<file path="src/design/bsfm_pkg.sv">
// package: constants, register map and types of the brake sequencer and fault manager
//------------------------------------------------------------------------------
// Functional notes
// - disable starts decel and stop-delay timer together
// - decel uses abort rate (position) or fast-stop (velocity)
// - brake on at activation speed or delay expiry
// - power stage stays on until response time passes
// - with brake: drive current, hold brake for hold time
// - no current sensed: keep brake, raise wiring fault
// - current sensed: release brake after hold time
// - positive enable delay: pwm first, brake later
// - negative enable delay: brake first, pwm later
// - non-following faults cut pwm and log fault type
// - fault output pin selectable per fault
// - non-latched faults self-clear, pwm returns
// - latched faults clear on clear action once gone
// - six faults latched by default, reconfigurable
// - bus over/under voltage faults track the voltage
// - motor thermal switch fault tracks the switch
// - phasing fault only with sine commutation hall check
// - command input loss fault tracks command presence
// - optional i2t over-current fault, always latched
// - short circuit fault tracks the short
//------------------------------------------------------------------------------
package bsfm_pkg;

	//------------------------------------------------------------------------
	// register map, byte addresses
	//------------------------------------------------------------------------
	localparam int ADDR_W = 8;
	localparam logic [7:0] OFF_CTRL = 8'h00; // enable, clear and mode bits
	localparam logic [7:0] OFF_STOP_DLY = 8'h04; // brake/stop delay, cycles
	localparam logic [7:0] OFF_RESP = 8'h08; // brake response time, cycles
	localparam logic [7:0] OFF_HOLD = 8'h0c; // brake hold time on enable, cycles
	localparam logic [7:0] OFF_EN_DLY = 8'h10; // signed brake enable delay, cycles
	localparam logic [7:0] OFF_ACT_VEL = 8'h14; // brake activation speed
	localparam logic [7:0] OFF_LATCH = 8'h18; // per-fault latch enables
	localparam logic [7:0] OFF_OUT_MASK = 8'h1c; // faults routed to the fault pin
	localparam logic [7:0] OFF_STATUS = 8'h20; // active faults and sequencer state
	localparam logic [7:0] OFF_LOG = 8'h24; // last fault code and count

	//------------------------------------------------------------------------
	// control register bits
	//------------------------------------------------------------------------
	localparam int CTRL_SW_EN = 0;
	localparam int CTRL_CLEAR = 1;
	localparam int CTRL_POS_MODE = 2;
	localparam int CTRL_BRAKE_USED = 3;
	localparam int CTRL_SINE_HALL = 4;
	localparam int CTRL_I2T_EN = 5;
	localparam int CTRL_EN_CLEARS = 6;

	//------------------------------------------------------------------------
	// fault indices
	//------------------------------------------------------------------------
	localparam int NUM_FAULTS = 11;
	localparam int F_SHORT = 0;
	localparam int F_AMP_OT = 1;
	localparam int F_MOTOR_OT = 2;
	localparam int F_OVER_V = 3;
	localparam int F_UNDER_V = 4;
	localparam int F_FEEDBACK = 5;
	localparam int F_PHASING = 6;
	localparam int F_FOLLOW = 7;
	localparam int F_CMD = 8;
	localparam int F_WIRING = 9;
	localparam int F_OVER_CUR = 10;
	localparam logic [NUM_FAULTS-1:0] LATCH_RESET = 11'h4a7;
	localparam logic [NUM_FAULTS-1:0] FOLLOW_MASK = 11'h080;
	localparam logic [NUM_FAULTS-1:0] OVER_CUR_MASK = 11'h400;

	//------------------------------------------------------------------------
	// synchronised pin indices
	//------------------------------------------------------------------------
	localparam int NUM_PINS = 8;
	localparam int P_HW_EN = 0;
	localparam int P_THERMAL = 1;
	localparam int P_SHORT = 2;
	localparam int P_AMP_OT = 3;
	localparam int P_FEEDBACK = 4;
	localparam int P_OVER_V = 5;
	localparam int P_UNDER_V = 6;
	localparam int P_CURRENT = 7;

	//------------------------------------------------------------------------
	// timing and reset values
	//------------------------------------------------------------------------
	localparam int TIMER_W = 16;
	localparam logic [15:0] STOP_DLY_RESET = 16'h0100;
	localparam logic [15:0] RESP_RESET = 16'h0040;
	localparam logic [15:0] HOLD_RESET = 16'h0080;
	localparam logic [15:0] EN_DLY_RESET = 16'h0000;
	localparam logic [15:0] ACT_VEL_RESET = 16'h0010;

	// sequencer states
	typedef enum logic [2:0] {
		SEQ_OFF = 3'b000,
		SEQ_HOLD = 3'b001,
		SEQ_EN_DLY = 3'b010,
		SEQ_RUN = 3'b011,
		SEQ_DECEL = 3'b100,
		SEQ_BRAKE_WAIT = 3'b101,
		SEQ_WIRE_FAIL = 3'b110
	} bsfm_seq_type;

	// software configuration
	typedef struct packed {
		logic swEnable;
		logic posMode;
		logic brakeUsed;
		logic sineHall;
		logic i2tEnable;
		logic enableClears;
		logic [15:0] stopDelay;
		logic [15:0] respTime;
		logic [15:0] holdTime;
		logic [15:0] enDelay;
		logic [15:0] actVel;
		logic [NUM_FAULTS-1:0] latchEn;
		logic [NUM_FAULTS-1:0] outMask;
	} bsfm_cfg_type;

endpackage

</file>
<file path="src/design/bsfm_top.sv">
// module: brake sequencer and fault manager with its apb register file
//
// Our own choices: the APB interface to the registers and the register offsets.
`timescale 1ns/100ps
module bsfm_top
	import bsfm_pkg::*;
#(
	parameter int SPEED_W = 16
)(
	input wire logic ref_clk,
	input wire logic resetn,
	input wire logic psel,
	input wire logic penable,
	input wire logic pwrite,
	input wire logic [ADDR_W-1:0] paddr,
	input wire logic [31:0] pwdata,
	output logic [31:0] prdata,
	output logic pready,
	output logic pslverr,
	input wire logic hwEnablePin,
	input wire logic thermalSwitchPin,
	input wire logic shortDetectPin,
	input wire logic ampOverTempPin,
	input wire logic feedbackErrorPin,
	input wire logic overVoltagePin,
	input wire logic underVoltagePin,
	input wire logic currentSensePin,
	input wire logic hallMismatch,
	input wire logic commandLost,
	input wire logic i2tLimitReached,
	input wire logic followingError,
	input wire logic [SPEED_W-1:0] motorSpeed,
	output logic brake_output_pin,
	output logic pwmEnable,
	output logic decelActive,
	output logic decelUseAbort,
	output logic faultOutPin
);
	//--------------------------------------------------------------------
	// helper functions
	//--------------------------------------------------------------------

	// lowest set bit as a fault code; log priority goes to low indices
	function automatic logic [3:0] faultCode(input logic [NUM_FAULTS-1:0] v);
		logic [3:0] c;
		c = 4'hf;
		for (int i = NUM_FAULTS - 1; i >= 0; i--)
		begin
			if (v[i])
			begin
				c = 4'(i);
			end
		end
		return c;
	endfunction

	// magnitude of the signed enable delay
	function automatic logic [15:0] delayMag(input logic [15:0] v);
		logic [15:0] m;
		m = v[15] ? 16'(~v + 16'h0001) : v;
		return m;
	endfunction

	//--------------------------------------------------------------------
	// state
	//--------------------------------------------------------------------
	typedef struct packed {
		logic [NUM_PINS-1:0] sync1; // first synchroniser stage
		logic [NUM_PINS-1:0] sync2; // second stage, the only one logic reads
		bsfm_cfg_type cfg; // software settings
		bsfm_seq_type seq; // brake sequence state
		logic enPrev; // enable of last cycle, for edges
		logic hwEnPrev; // hardware enable of last cycle
		logic currSeen; // winding current seen in hold
		logic wireCond; // wiring check failed
		logic clearPulse; // one-cycle fault clear
		logic [NUM_FAULTS-1:0] activePrev; // faults of last cycle
		logic [3:0] lastCode; // newest logged fault type
		logic [7:0] logCount; // number of logged faults, saturating
		logic brake; // brake engaged
		logic pwm; // power stage on
		logic decel; // ramp to stop in progress
		logic abortRate; // decel uses the abort rate
		logic faultOut; // fault pin
		logic [31:0] prdata; // read data
		logic pready; // apb ready
		logic pslverr; // apb error
	} bsfm_top_state_type;

	bsfm_top_state_type s_q; // registered state
	bsfm_top_state_type s_d; // next state

	logic timerLoad; // restart the delay timer
	logic [TIMER_W-1:0] timerValue; // delay to load
	logic timerDone; // delay elapsed
	logic [NUM_FAULTS-1:0] faultCond; // raw fault conditions
	logic [NUM_FAULTS-1:0] latchMask; // effective latch enables
	logic [NUM_FAULTS-1:0] faultActive; // current fault flags

	//--------------------------------------------------------------------
	// submodules
	//--------------------------------------------------------------------

	// one timer is enough: the sequence never runs two delays at once
	bsfm_timer #(
		.W(TIMER_W)
	) u_timer (
		.ref_clk(ref_clk),
		.resetn(resetn),
		.load(timerLoad),
		.loadValue(timerValue),
		.expired(timerDone)
	);

	bsfm_fault_latch #(
		.N(NUM_FAULTS)
	) u_faults (
		.ref_clk(ref_clk),
		.resetn(resetn),
		.cond(faultCond),
		.latchEn(latchMask),
		.clearEvt(s_q.clearPulse),
		.active(faultActive)
	);

	//--------------------------------------------------------------------
	// fault conditions
	//--------------------------------------------------------------------

	// pins are read only after the second synchroniser stage
	always_comb
	begin
		faultCond = '0;
		faultCond[F_SHORT] = s_q.sync2[P_SHORT];
		faultCond[F_AMP_OT] = s_q.sync2[P_AMP_OT];
		faultCond[F_MOTOR_OT] = s_q.sync2[P_THERMAL];
		faultCond[F_OVER_V] = s_q.sync2[P_OVER_V];
		faultCond[F_UNDER_V] = s_q.sync2[P_UNDER_V];
		faultCond[F_FEEDBACK] = s_q.sync2[P_FEEDBACK];
		faultCond[F_PHASING] = hallMismatch && s_q.cfg.sineHall;
		faultCond[F_FOLLOW] = followingError;
		faultCond[F_CMD] = commandLost;
		faultCond[F_WIRING] = s_q.wireCond;
		faultCond[F_OVER_CUR] = i2tLimitReached && s_q.cfg.i2tEnable;
		// over-current is latched whatever software sets
		latchMask = s_q.cfg.latchEn | OVER_CUR_MASK;
	end

	//--------------------------------------------------------------------
	// next state
	//--------------------------------------------------------------------
	always_comb
	begin
		logic enable; // combined hardware and software enable
		logic enRise; // enable came on
		logic enFall; // enable went off
		logic apbWrite; // write completes this cycle
		logic [NUM_FAULTS-1:0] newFaults; // faults that just appeared
		logic seqPwm; // power stage as the sequence wants it
		enable = 1'b0;
		enRise = 1'b0;
		enFall = 1'b0;
		apbWrite = 1'b0;
		newFaults = '0;
		seqPwm = 1'b0;
		s_d = s_q;
		timerLoad = 1'b0;
		timerValue = '0;

		// two-stage synchroniser for every pin
		s_d.sync1 = {currentSensePin, underVoltagePin, overVoltagePin, feedbackErrorPin,
			ampOverTempPin, shortDetectPin, thermalSwitchPin, hwEnablePin};
		s_d.sync2 = s_q.sync1;

		enable = s_q.sync2[P_HW_EN] || s_q.cfg.swEnable;
		enRise = enable && !s_q.enPrev;
		enFall = !enable && s_q.enPrev;
		s_d.enPrev = enable;
		s_d.hwEnPrev = s_q.sync2[P_HW_EN];

		// ----------------------------------------------------------------
		// apb slave, zero wait states: ready rises for the access phase
		// ----------------------------------------------------------------
		s_d.clearPulse = 1'b0;
		s_d.pready = psel && !penable && !s_q.pready;
		apbWrite = psel && penable && pwrite && s_q.pready;
		if (psel && !penable && !s_q.pready)
		begin
			s_d.pslverr = 1'b0;
			s_d.prdata = '0;
			unique case (paddr)
				OFF_CTRL:
					s_d.prdata[6:0] = {s_q.cfg.enableClears, s_q.cfg.i2tEnable,
						s_q.cfg.sineHall, s_q.cfg.brakeUsed, s_q.cfg.posMode, 1'b0,
						s_q.cfg.swEnable};
				OFF_STOP_DLY: s_d.prdata[15:0] = s_q.cfg.stopDelay;
				OFF_RESP: s_d.prdata[15:0] = s_q.cfg.respTime;
				OFF_HOLD: s_d.prdata[15:0] = s_q.cfg.holdTime;
				OFF_EN_DLY: s_d.prdata[15:0] = s_q.cfg.enDelay;
				OFF_ACT_VEL: s_d.prdata[15:0] = s_q.cfg.actVel;
				OFF_LATCH: s_d.prdata[NUM_FAULTS-1:0] = s_q.cfg.latchEn;
				OFF_OUT_MASK: s_d.prdata[NUM_FAULTS-1:0] = s_q.cfg.outMask;
				OFF_STATUS:
					// status shows the block's own state
					s_d.prdata[23:0] = {s_q.decel, s_q.pwm, s_q.brake, 2'b00, s_q.seq,
						5'h00, faultActive};
				OFF_LOG: s_d.prdata[15:0] = {s_q.logCount, 4'h0, s_q.lastCode};
				default: s_d.pslverr = 1'b1; // unmapped address
			endcase
		end
		else if (s_q.pready)
		begin
			// answer stands for the access cycle only
			s_d.prdata = '0;
			s_d.pslverr = 1'b0;
		end
		if (apbWrite)
		begin
			unique case (paddr)
				OFF_CTRL:
				begin
					s_d.cfg.swEnable = pwdata[CTRL_SW_EN];
					s_d.clearPulse = pwdata[CTRL_CLEAR];
					s_d.cfg.posMode = pwdata[CTRL_POS_MODE];
					s_d.cfg.brakeUsed = pwdata[CTRL_BRAKE_USED];
					s_d.cfg.sineHall = pwdata[CTRL_SINE_HALL];
					s_d.cfg.i2tEnable = pwdata[CTRL_I2T_EN];
					s_d.cfg.enableClears = pwdata[CTRL_EN_CLEARS];
				end
				OFF_STOP_DLY: s_d.cfg.stopDelay = pwdata[15:0];
				OFF_RESP: s_d.cfg.respTime = pwdata[15:0];
				OFF_HOLD: s_d.cfg.holdTime = pwdata[15:0];
				OFF_EN_DLY: s_d.cfg.enDelay = pwdata[15:0];
				OFF_ACT_VEL: s_d.cfg.actVel = pwdata[15:0];
				OFF_LATCH: s_d.cfg.latchEn = pwdata[NUM_FAULTS-1:0];
				OFF_OUT_MASK: s_d.cfg.outMask = pwdata[NUM_FAULTS-1:0];
				default:
				begin
					// read-only and unmapped words ignore writes
				end
			endcase
		end

		// disable-then-enable of the hardware input clears when so configured
		if (s_q.cfg.enableClears && s_q.sync2[P_HW_EN] && !s_q.hwEnPrev)
		begin
			s_d.clearPulse = 1'b1;
		end

		// ----------------------------------------------------------------
		// brake sequence
		// ----------------------------------------------------------------
		unique case (s_q.seq)
			SEQ_OFF:
			begin
				s_d.brake = 1'b1;
				s_d.decel = 1'b0;
				if (enRise && s_q.cfg.brakeUsed)
				begin
					// wiring check: current on, brake still held
					s_d.seq = SEQ_HOLD;
					s_d.currSeen = 1'b0;
					s_d.wireCond = 1'b0; // fresh check, else the old fault cuts its own current
					timerLoad = 1'b1;
					timerValue = s_q.cfg.holdTime;
				end
				else if (enRise)
				begin
					// sign of the delay picks which comes first
					s_d.seq = SEQ_EN_DLY;
					s_d.brake = !s_q.cfg.enDelay[15];
					timerLoad = 1'b1;
					timerValue = delayMag(s_q.cfg.enDelay);
				end
			end
			SEQ_HOLD:
			begin
				seqPwm = 1'b1;
				if (s_q.sync2[P_CURRENT])
				begin
					s_d.currSeen = 1'b1;
				end
				if (!enable)
				begin
					s_d.seq = SEQ_OFF;
				end
				else if (timerDone && (s_q.currSeen || s_q.sync2[P_CURRENT]))
				begin
					s_d.seq = SEQ_RUN;
					s_d.brake = 1'b0;
					s_d.wireCond = 1'b0;
				end
				else if (timerDone)
				begin
					// brake stays engaged; no release without current
					s_d.seq = SEQ_WIRE_FAIL;
					s_d.wireCond = 1'b1;
				end
			end
			SEQ_EN_DLY:
			begin
				seqPwm = !s_q.cfg.enDelay[15];
				if (!enable)
				begin
					s_d.seq = SEQ_OFF;
					s_d.brake = 1'b1;
				end
				else if (timerDone)
				begin
					s_d.seq = SEQ_RUN;
					s_d.brake = 1'b0;
				end
			end
			SEQ_RUN:
			begin
				seqPwm = 1'b1;
				if (enFall)
				begin
					// ramp and stop-delay count start in the same cycle
					s_d.seq = SEQ_DECEL;
					s_d.decel = 1'b1;
					s_d.abortRate = s_q.cfg.posMode;
					timerLoad = 1'b1;
					timerValue = s_q.cfg.stopDelay;
				end
			end
			SEQ_DECEL:
			begin
				seqPwm = 1'b1;
				if (motorSpeed <= SPEED_W'(s_q.cfg.actVel) || timerDone)
				begin
					// whichever comes first engages the brake
					s_d.seq = SEQ_BRAKE_WAIT;
					s_d.brake = 1'b1;
					timerLoad = 1'b1;
					timerValue = s_q.cfg.respTime;
				end
			end
			SEQ_BRAKE_WAIT:
			begin
				// power held so the brake locks before the stage drops
				seqPwm = !timerDone;
				if (timerDone)
				begin
					s_d.seq = SEQ_OFF;
					s_d.decel = 1'b0;
				end
			end
			SEQ_WIRE_FAIL:
			begin
				// stay put with brake on until the enable is withdrawn
				if (!enable)
				begin
					s_d.seq = SEQ_OFF;
				end
			end
			default:
			begin
				s_d.seq = SEQ_OFF;
				s_d.brake = 1'b1;
			end
		endcase

		// ----------------------------------------------------------------
		// fault gating, pin and log
		// ----------------------------------------------------------------
		// following error keeps the stage running; every other fault cuts it
		s_d.pwm = seqPwm && ((faultActive & ~FOLLOW_MASK) == '0);
		s_d.faultOut = (faultActive & s_q.cfg.outMask) != '0;
		newFaults = faultActive & ~s_q.activePrev & ~FOLLOW_MASK;
		s_d.activePrev = faultActive;
		if (newFaults != '0)
		begin
			s_d.lastCode = faultCode(newFaults);
			if (s_q.logCount != 8'hff)
			begin
				s_d.logCount = s_q.logCount + 8'h01;
			end
		end
	end

	//--------------------------------------------------------------------
	// register
	//--------------------------------------------------------------------
	always_ff @(posedge ref_clk or negedge resetn)
	begin
		if (!resetn)
		begin
			s_q <= '0;
			s_q.seq <= SEQ_OFF;
			s_q.brake <= 1'b1; // brake engaged from power-up
			s_q.lastCode <= 4'hf; // empty log
			s_q.cfg.stopDelay <= STOP_DLY_RESET;
			s_q.cfg.respTime <= RESP_RESET;
			s_q.cfg.holdTime <= HOLD_RESET;
			s_q.cfg.enDelay <= EN_DLY_RESET;
			s_q.cfg.actVel <= ACT_VEL_RESET;
			s_q.cfg.latchEn <= LATCH_RESET;
		end
		else
		begin
			s_q <= s_d;
		end
	end

	//--------------------------------------------------------------------
	// outputs, all straight from flip-flops
	//--------------------------------------------------------------------
	assign prdata = s_q.prdata;
	assign pready = s_q.pready;
	assign pslverr = s_q.pslverr;
	assign brake_output_pin = s_q.brake;
	assign pwmEnable = s_q.pwm;
	assign decelActive = s_q.decel;
	assign decelUseAbort = s_q.abortRate;
	assign faultOutPin = s_q.faultOut;
endmodule

</file>
<file path="src/design/bsfm_timer.sv">
// module: down counter that times the brake sequencer delays
`timescale 1ns/100ps
module bsfm_timer
	import bsfm_pkg::*;
#(
	parameter int W = TIMER_W
)(
	input wire logic ref_clk,
	input wire logic resetn,
	input wire logic load,
	input wire logic [W-1:0] loadValue,
	output logic expired
);
	//--------------------------------------------------------------------
	// state
	//--------------------------------------------------------------------
	typedef struct packed {
		logic running; // a delay is in progress
		logic [W-1:0] count; // cycles left
	} bsfm_timer_state_type;

	bsfm_timer_state_type s_q; // registered state
	bsfm_timer_state_type s_d; // next state

	// count down; a load restarts the delay and overrides expiry
	always_comb
	begin
		s_d = s_q;
		if (load)
		begin
			s_d.running = 1'b1;
			s_d.count = loadValue;
		end
		else if (s_q.running && s_q.count != '0)
		begin
			s_d.count = s_q.count - 1'b1;
		end
	end

	// level stays high until the next load
	assign expired = s_q.running && s_q.count == '0;

	// register
	always_ff @(posedge ref_clk or negedge resetn)
	begin
		if (!resetn)
		begin
			s_q <= '0;
		end
		else
		begin
			s_q <= s_d;
		end
	end
endmodule

</file>
<file path="src/design/bsfm_fault_latch.sv">
// module: per-fault active flags with latched or self-clearing behaviour
`timescale 1ns/100ps
module bsfm_fault_latch
	import bsfm_pkg::*;
#(
	parameter int N = NUM_FAULTS
)(
	input wire logic ref_clk,
	input wire logic resetn,
	input wire logic [N-1:0] cond,
	input wire logic [N-1:0] latchEn,
	input wire logic clearEvt,
	output logic [N-1:0] active
);
	//--------------------------------------------------------------------
	// state
	//--------------------------------------------------------------------
	logic [N-1:0] active_q; // fault flags
	logic [N-1:0] active_d; // next flags

	// a present condition always wins over a clear, so nothing is lost
	always_comb
	begin
		active_d = cond | (active_q & latchEn & {N{~clearEvt}});
	end

	assign active = active_q;

	// register; power cycle of the logic supply clears every flag
	always_ff @(posedge ref_clk or negedge resetn)
	begin
		if (!resetn)
		begin
			active_q <= '0;
		end
		else
		begin
			active_q <= active_d;
		end
	end
endmodule

</file>
<file path="config.mk">
export PLATFORM = sky130hd
export DESIGN_NAME = bsfm_top
export DESIGN_NICKNAME = d
export VERILOG_FILES = /design/src/design/bsfm_pkg.sv /design/src/design/bsfm_top.sv /design/src/design/bsfm_timer.sv /design/src/design/bsfm_fault_latch.sv
export SDC_FILE = /design/constraint.sdc
export NUM_CORES = 1
export LEC_CHECK = 0
export BUFFER_PORTS_ARGS = -buffer_cell sky130_fd_sc_hd__buf_2
export CORE_MARGIN = 3
export CORE_UTILIZATION = 50
export DETAILED_ROUTE_END_ITERATION = 8
export PLACE_DENSITY_LB_ADDON = 0.12
export SYNTH_ARGS = -nofsm -noshare
export SYNTH_HDL_FRONTEND = slang
export SYNTH_HIERARCHICAL = 1
export SYNTH_SLANG_ARGS = --single-unit
</file>
<file path="constraint.sdc">
create_clock -name ref_clk -period 2.8 [get_ports ref_clk]
set_input_delay 0.28 -clock ref_clk [delete_from_list [all_inputs] [get_ports ref_clk]]
set_output_delay 0.28 -clock ref_clk [all_outputs]
set_load 0.05 [all_outputs]
</file>
==> Word-level counts from Yosys, hierarchy flattened <==
Index checks and enable logic that the tools add are counted.
{ "classes": {"add_sub_neg": 3, "order_cmp": 1, "n_eq_ne": 28, "mux": 64, "bitwise_logic": 9, "n_reduce_logical": 55} }
{ "ops": {"columns": ["cell", "n"], "rows": [
  ["$mux 16", 7],
  ["$pmux 7 s10", 1],
  ["$mux 32", 2],
  ["$pmux 16 s3", 1],
  ["$and 11x11->11", 4],
  ["$mux 3", 12],
  ["$mux 4", 9],
  ["$pmux 4 s9", 1],
  ["$eq 8x5->1 const B", 4],
  ["$pmux 5 s6", 1],
  ["$reduce_bool 11->1", 2],
  ["$mux 1", 21],
  ["$pmux 3 s7", 1],
  ["$reduce_and 2->1", 10],
  ["$add 16x1->16 const B", 1],
  ["$eq 8x4->1 const B", 2],
  ["$eq 8x6->1 const B", 2],
  ["$le 16x16->1", 1],
  ["$logic_and 1x1->1", 16],
  ["$logic_not 16->1", 1],
  ["$ne 2x2->1 const B", 8],
  ["$not 16->16", 1],
  ["$reduce_bool 16->1", 1],
  ["$sub 16x1->16 const B", 1],
  ["29 further kinds", 50]
]} }
{ "totals": {"reg_bits": 222, "inputBits": 73, "out_inout_bits": 39, "word_cells": 195} }

==> Depth between registers and ports, before layout <==
Gate-level depths: netlist (run 1).
{ "logic_depth": {"word_depth": 12, "mapped_depth": 13, "depth_no_buf": 10} }

==> Hierarchy <==
The synthesis (run 1) kept the hierarchy.
{ "by_module_without_submodules": {"columns": ["module", "n_inst", "cells_per_inst", "area_per_inst_um2", "seq_area_each_um2"], "rows": [
  ["bsfm_top", 1, 886, 9897.0, 4598.2],
  ["bsfm_timer", 1, 110, 1056.0, 425.4],
  ["bsfm_fault_latch", 1, 34, 455.4, 275.3]
]} }

==> Worst setup path after synthesis (run 1) <==
OpenSTA, ideal clock, no wires.
{ "synth_path": {"path_type": "reg-to-reg", "from": "register s_q[96] (netlist name)", "to": "register u_timer/s_q[16] (netlist name)", "setup_time_ns": 0.127, "t_arrival_ns": 2.850, "t_required_ns": 2.673, "path_slack_ns": -0.177, "stages_incl_launch_ff": 11, "path_buffers": 3, "period_less_slack_ns": 2.977, "cell_sequence": "dfstp_2 inv_1 ha_1 nand4_1 a2111o_1 a311oi_2 buf_2 o21ai_0 clkbuf_1 clkbuf_1 or2_2"} }
{ "synth_between": {"elab_chain_len": 4} }
{ "synth_lines": {"columns": ["item", "line_no", "text"], "rows": [
  ["from (decl)", "bsfm_top.sv:90", "bsfm_top_state_type s_q;"],
  ["$le 16x16->1", "bsfm_top.sv:330", "if (motorSpeed <= SPEED_W'(s_q.cfg.actVel) || timerDone)"],
  ["$logic_or 1x1->1", "bsfm_top.sv:330", null],
  ["$mux 1", "bsfm_top.sv:330", null],
  ["$pmux 1 s3", "bsfm_top.sv:253", "unique case (s_q.seq)"],
  ["net timerLoad", "bsfm_top.sv:93", "logic timerLoad;"],
  ["to (signal assigned)", "bsfm_timer.sv:48", "s_q <= '0;"],
  ["to (signal assigned)", "bsfm_timer.sv:52", "s_q <= s_d;"],
  ["to (decl)", "bsfm_timer.sv:22", "bsfm_timer_state_type s_q;"]
]} }
The timed path passes the listed nets, and every way through them passes these cells.
A chain may end at the register's enable or synchronous reset.

==> Worst setup path after layout (run 1) <==
{ "layout_path": {"from": "register s_q[107] (netlist name)", "to": "register u_timer/s_q[15] (netlist name)"} }
{ "layout_between": {"elab_chain_len": 5, "elab_cells_between_ends": 8, "classes_between": "order compare: 1; mux: 5; reduce/logical: 2"} }
{ "layout_lines": {"columns": ["item", "line_no"], "rows": [
  ["$le 16x16->1 *", "bsfm_top.sv:330"],
  ["$logic_or 1x1->1 *", "bsfm_top.sv:330"],
  ["$mux 1 *", "bsfm_top.sv:330"],
  ["$pmux 1 s3 *", "bsfm_top.sv:253"],
  ["net timerLoad", "bsfm_top.sv:93"],
  ["$mux 16 or $reduce_bool 2->1 (tied branches)", null]
]} }
The timed path passes the listed nets; every way through them passes the cells marked *.

==> results.tsv, run 1 <==
stage	metric	value	unit
synthesis	FFs w/ async S/R, synth	1.00	
synthesis	synth unique cells	93	
worst_setup_path	CP Cell Sequence	inv_1, ha_1, nand4_1, a2111o_1, a311oi_4, buf_6, o21ai_1, buf_12, nor4_1, nor3_1	
power	Peak supply drop	0.540	mV
floorplan	Die Area	24700	sq um
cts	Num CTS Buffers	24	
worst_setup_path	worst r2r path cells	10	
synthesis	synthesized area	11400	sq um
worst_setup_path	CP endpoint kind	flip-flop	
cts	clk buf depth	3	
worst_setup_path	Worst path max stage delay	0.47	ns
worst_setup_path	type of element launching the critical path	flip-flop	
grt	vias in the first global route	8702	
power	Leakage	6.07	nW
layout	Layout area overhead	16.3	%
route	wire length per cell	23.4	um
power	clock share of power	0.386	
floorplan	Die Y	157	um
route	initial detailed-routing violation count	846	
job	max cap viols	0	
worst_hold_path	Hold Startpoint	pwdata[11]	
power	sequential share of power	0.411	
synthesis	Mapped Cells	1030	
floorplan	I/O pin total	112	
synthesis	Post-Syn Area per Cell	11.1	sq um
layout	Final Instance Area	13300	sq um
grt	first-pass GRT wire length	52200	um
worst_setup_path	highest-delay cell along the critical path	a2111o_1	
layout	multi-input logic area	5530	sq um
placed_design	DP Wirelength	24100	um
placed_design	I/O Buffers	85	
sta	Setup TNS Final	0	ns
power	internal power	6.09	mW
sta	fin crit period	2.72	ns
synthesis	ys flop type	dfrtp_1	
sta	Fin. Hold Viols	0	
power	Gate power share	0.202	
placed_design	placed cell count	1380	
run_status	status	finished, final reports clean	
route	drt first pass iters	5	
worst_setup_path	CP required	3.20	ns
synthesis	synth warn	6	
worst_setup_path	CP delay by family, top	compound AO/OA/AOI/OAI gates	
worst_setup_path	crit path from	s_q[107]	
sta	Final Skew	0.0175	ns
sta	Fmax achieved	368	MHz
layout	Non-Filler Instances	1437	
grt	GRT overflow	0	
layout	FF/Latch Area	5300	sq um
route	Final ANT Viol Nets	0	
sta	endpoints failing setup	0	
route	Vias/cell	6.07	
floorplan	Die X	157	um
layout	fill count	1895	
sta	worst-margin pin slew	1.09	ns
cts	H-tree depth	1	
sta	Slew HR	0.269	
layout	most common cell after layout, fill and taps aside	dfrtp_1	
worst_hold_path	cell depth of the worst min-delay path	2	
route	DR DRC count	0	
power	power per standard cell area	659	nW/um^2
sta	Hold Slack	0.0409	ns
layout	most frequent cells in the layout	dfrtp_1, mux2_2, buf_2	
layout	Diodes inserted	0	
worst_setup_path	worst path arrival time	3.12	ns
floorplan	Core Rows	54	
grt	antenna violations before repair	1	
synthesis	EDFF count, synth	0	
worst_setup_path	Reg-to-Reg End	u_timer/s_q[15]	
layout	layout cell share with drive strength beyond 1	0.318	
worst_setup_path	FF-to-FF Start	s_q[107]	
worst_hold_path	worst hold endpoint	s_q[135]	
placed_design	placed cell areas	12300	sq um
route	DR vias	8729	
cts	root buffer cell	clkbuf_16	
synthesis	register area share after synthesis	0.464	
route	final wirelength	33600	um
placed_design	final RePlAce weighted congestion	0.914	
power	switching power	2.64	mW
cts	Worst-Skew Late Latency	0.53	ns
worst_setup_path	reg2reg setup slack	0.08	ns
cts	CTS tree	done	
worst_setup_path	Setup CP Type	reg2reg	
grt	GRT Total Usage	0.276	
sta	Slew Limit Fails	0	
synthesis	number of synthesized register bits	211	
worst_setup_path	Crit Path Max Fanout	28	
cts	# clock sinks	211	
floorplan	CORE AREA	22100	sq um
worst_setup_path	WP buf/inv	3	
floorplan	initial core utilization	0.516	
worst_hold_path	Hold Crit Class	in2reg	
power	Switching Share	0.303	
layout	fin nets	1231	
sta	crit share post-route	0.971	
grt	largest net degree at the start of global routing	69	
cts	Reg clk slew, reported paths	0.06	ns
[kinds of logic (layout without fill, tap and decap cells)]
kind of cell	count (synthesis)	after routing	share of synthesized area
multiplexers	146	146	0.149
XOR/XNOR	31	31	0.0238
AND/OR/NAND/NOR	262	262	0.134
buffers and inverters	125	243	0.0575
AO/OA/AOI/OAI	234	234	0.150
adder cells (fa/ha/maj)	19	19	0.0208
flip-flops	211	211	0.464
other	2	11	0.000658
[worst register-to-register path, cell delays in order (launching register included)]
cell and delay, ns:
dfrtp_1 0.44, inv_1 0.07, ha_1 0.31, nand4_1 0.18
a2111o_1 0.47, a311oi_4 0.32, buf_6 0.17, o21ai_1 0.10
buf_12 0.19, nor4_1 0.29, nor3_1 0.07
[through the flow]
step	setup WS, ns	utilization	power, mW
after CTS	0.0486	0.599	8.75
after floorplan	0.00131	-	4.80
after global routing	-0.0150	0.600	9.12
final	0.0811	0.600	8.74
after detailed placement	0.0624	0.554	5.36
after global placement	0.113	0.554	5.33
[metal layers]
metal / global-route usage / share of wire
met1: 0.403 / 0.45
met2: 0.430 / 0.45
met3: 0.0344 / 0.064
met4: 0.0955 / 0.038
met5: 0 / 0.00033
[area by class of cell]
class	count	area share
Tap cell	280	0.0264
Inverter	46	0.0130
Multi-Input combinational cell	703	0.417
Clock buffer	27	0.0484
Sequential cell	211	0.400
Timing Repair Buffer	153	0.0795
Clock inverter	17	0.0162
[sequential cells by signal, indices dropped and copies added (netlist names), 7 cells and up]
name,count
faultCond,7
latchMask,10
prdata,22
s_d,9
s_q,128
u_faults/active,11
u_timer/s_q,17
[power by group through the flow]
stage / logic [mW] / registers (mW) / clock network [mW]
after floorplan: 1.19 / 3.61 / 0
after detailed placement: 1.72 / 3.64 / 0
final: 1.77 / 3.60 / 3.37
after CTS: 1.75 / 3.59 / 3.41
after global routing: 1.95 / 3.63 / 3.54
after global placement: 1.70 / 3.63 / 0
[cell usage after synthesis, drive strengths merged, types with 4 or more instances]
cell	instances	area [sq um]
a211oi	9	67.6
a21o	5	37.5
a21oi	30	150
a221oi	5	43.8
a222oi	11	110
a22o	18	158
a22oi	13	97.6
a311oi	4	41.3
a31oi	9	56.3
and2	4	25.0
and3	11	68.8
buf	57	400
clkbuf	22	82.6
dfrtp	196	4900
dfstp	15	394
ha	19	238
inv	46	173
mux2	118	1420
mux2i	28	280
nand2	87	349
nand2b	6	37.5
nand3	18	95.1
nand4	9	56.3
nor2	37	139
nor2b	19	119
nor3	15	97.6
nor3b	6	45.0
nor4	13	133
nor4b	6	92.6
o211ai	4	30.0
o21ai	57	285
o21bai	12	135
o22ai	7	43.8
o2bb2ai	6	52.6
o311ai	4	35.0
o31ai	14	105
o41ai	6	75.1
or2	8	50.1
or4	5	50.1
xnor2	24	210
xor2	7	61.3
[what timing repair did]
action	4_1_cts	5_1_grt
gates resized for setup	0	6
endpoints found under the hold margin	60	0
setup endpoints to repair	0	2
setup buffers	0	1
hold buffers	12	0
[worst max path at each step]
stage,endpoint,slack (ns),cells past startpoint
final,u_timer/s_q[15],0.08,10
after global routing,u_timer/s_q[4],-0.01,9
after CTS,u_timer/s_q[6],0.05,10
after detailed placement,u_timer/s_q[6],0.06,10
after global placement,u_timer/s_q[6],0.11,10
after floorplan,u_timer/s_q[16],0.001,10
Power figures use the tool's default switching activity.
==> run 2: changes to the inputs <==
- RECOVER_POWER: default -> 50
==> run 2 against run 1 <==
Effect of this change:
- clock-buffer cell count did not move
- sequential power barely moved
- global-route usage did not move
- flip-flop and latch count did not move
- utilization fell by 0.29 points
- critical path depth fell by 1
- wire length fell by 0.14%
- combinational power barely moved
- worst setup slack got worse by 0.026 ns
- critical path type unchanged
==> results.tsv, run 2 (synthesis gave the netlist of run 1 again) <==
stage	metric	value	unit
run_status	status	finished, final reports clean	
worst_hold_path	Hold Startpoint	pwdata[11]	
layout	most common cell after layout, fill and taps aside	dfrtp_1	
cts	H-tree depth	1	
layout	most frequent cells in the layout	dfrtp_1, mux2_2, buf_2	
worst_setup_path	worst path arrival time	3.15	ns
worst_setup_path	Setup CP Type	reg2reg	
sta	Fin. Hold Viols	0	
route	drt first pass iters	5	
floorplan	Die Y	157	um
worst_setup_path	type of element launching the critical path	flip-flop	
sta	worst-margin pin slew	1.32	ns
grt	GRT Total Usage	0.276	
sta	Slew Limit Fails	0	
floorplan	Core Rows	54	
grt	antenna violations before repair	1	
floorplan	Die X	157	um
route	wire length per cell	23.3	um
worst_hold_path	Hold Crit Class	in2reg	
sta	endpoints failing setup	0	
job	max cap viols	0	
layout	fin nets	1231	
placed_design	final RePlAce weighted congestion	0.914	
route	Vias/cell	6.09	
cts	Num CTS Buffers	24	
floorplan	CORE AREA	22100	sq um
power	Peak supply drop	0.535	mV
sta	Hold Slack	0.0390	ns
layout	layout cell share with drive strength beyond 1	0.312	
placed_design	DP Wirelength	24100	um
cts	Worst-Skew Late Latency	0.54	ns
worst_setup_path	Crit Path Max Fanout	17	
sta	fin crit period	2.74	ns
cts	# clock sinks	211	
power	total power	8.73	mW
layout	Diodes inserted	0	
grt	largest net degree at the start of global routing	69	
layout	largest register by flop count	s_q	
sta	crit share post-route	0.980	
sta	Final Skew	0.0215	ns
route	DR DRC count	0	
power	power per standard cell area	661	nW/um^2
route	final wirelength	33500	um
worst_setup_path	CP Cell Sequence	inv_1, ha_1, nand4_1, a2111o_1, a311oi_4, buf_6, buf_12, o311ai_0, mux2_2	
floorplan	initial core utilization	0.516	
power	Leakage	6.03	nW
worst_setup_path	FF-to-FF Start	s_q[107]	
layout	Layout area overhead	15.7	%
worst_setup_path	crit path from	s_q[107]	
layout	Largest register FFs	128	
cts	root buffer cell	clkbuf_16	
grt	GRT overflow	0	
placed_design	I/O Buffers	85	
floorplan	I/O pin total	112	
route	DR vias	8749	
grt	first-pass GRT wire length	52200	um
floorplan	Die Area	24700	sq um
worst_setup_path	CP required	3.20	ns
sta	Slew HR	0.118	
worst_setup_path	highest-delay cell along the critical path	a2111o_1	
route	initial detailed-routing violation count	876	
route	Final ANT Viol Nets	0	
cts	clk buf depth	3	
cts	Reg clk slew, reported paths	0.06	ns
grt	vias in the first global route	8702	
cts	CTS tree	done	
worst_setup_path	CP endpoint kind	flip-flop	
sta	Fmax achieved	364	MHz
worst_setup_path	Worst path max stage delay	0.47	ns
## run 2: changes by cell type in the layout (fill, tap and decap cells not counted), sizes merged
cell    change
buf        -11
clkbuf     +11
## run 2: timing repair
action	in CTS	in global routing
endpoints found under the setup margin	0	2
gates resized for setup	0	6
hold buffers	12	0
hold endpoints to repair	60	0
setup buffers	0	1
## run 2: through the flow
stage	setup slack [ns]	instance area, sq um	instances	TNS [ns]	util
2_1_floorplan	0.00131	11500	1039	0	-
3_3_place_gp	0.113	12300	1380	0	0.554
3_5_place_dp	0.0624	12300	1380	0	0.554
4_1_cts	0.0486	13200	1436	0	0.599
5_1_grt	-0.0150	13200	1437	-0.0246	0.598
6_report	0.0550	13200	1437	0	0.598
## run 2: path summary, 6_finish.rpt
| path | end | slack, ns | cells past startpoint |
|---|---|---|---|
| min | s_q[135] | 0.04 | 2 |
| max reg2reg | u_timer/s_q[4] | 0.06 | 9 |
| max | u_timer/s_q[4] | 0.06 | 9 |
| min in group asynchronous | pwmEnable | 0.59 | 2 |
| min reg2reg | faultCond[0] | 0.35 | 0 |
| max in group asynchronous | s_q[105] | 0.47 | 3 |
## run 2: worst max-delay path: cells and delay by family, from the launching register on
kind | cells | cell delay (ns)
simple gates | 1 | 0.18
mux | 1 | 0.33
buf+inv | 3 | 0.40
flops | 1 | 0.44
compound gates | 3 | 0.97
fa+ha+maj | 1 | 0.31
## run 2: area by class of cell
class,count,area (sq um)
Sequential cell,211,5300
Inverter,46,173
Fill cell,1907,8890
Multi-Input combinational cell,703,5530
Timing Repair Buffer,153,991
Clock inverter,17,215
Clock buffer,27,642
Tap cell,280,350
## run 2: where the power goes
group	internal [mW]	total [mW]	switching, mW	leakage [nW]
Combinational	0.746	1.76	1.02	2.86
Clock	2.03	3.37	1.34	0.423
Sequential	3.30	3.59	0.290	2.75
Total	6.08	8.73	2.64	6.03
## run 2: routing by layer
layer  GRT usage  routed length [um]  vias to the layer above
met5           0                  11                        -
met3      0.0344                2250                       75
met1       0.403               14900                     4368
li1            -                   -                     3959
met4      0.0955                1250                        2
met2       0.430               15200                      345
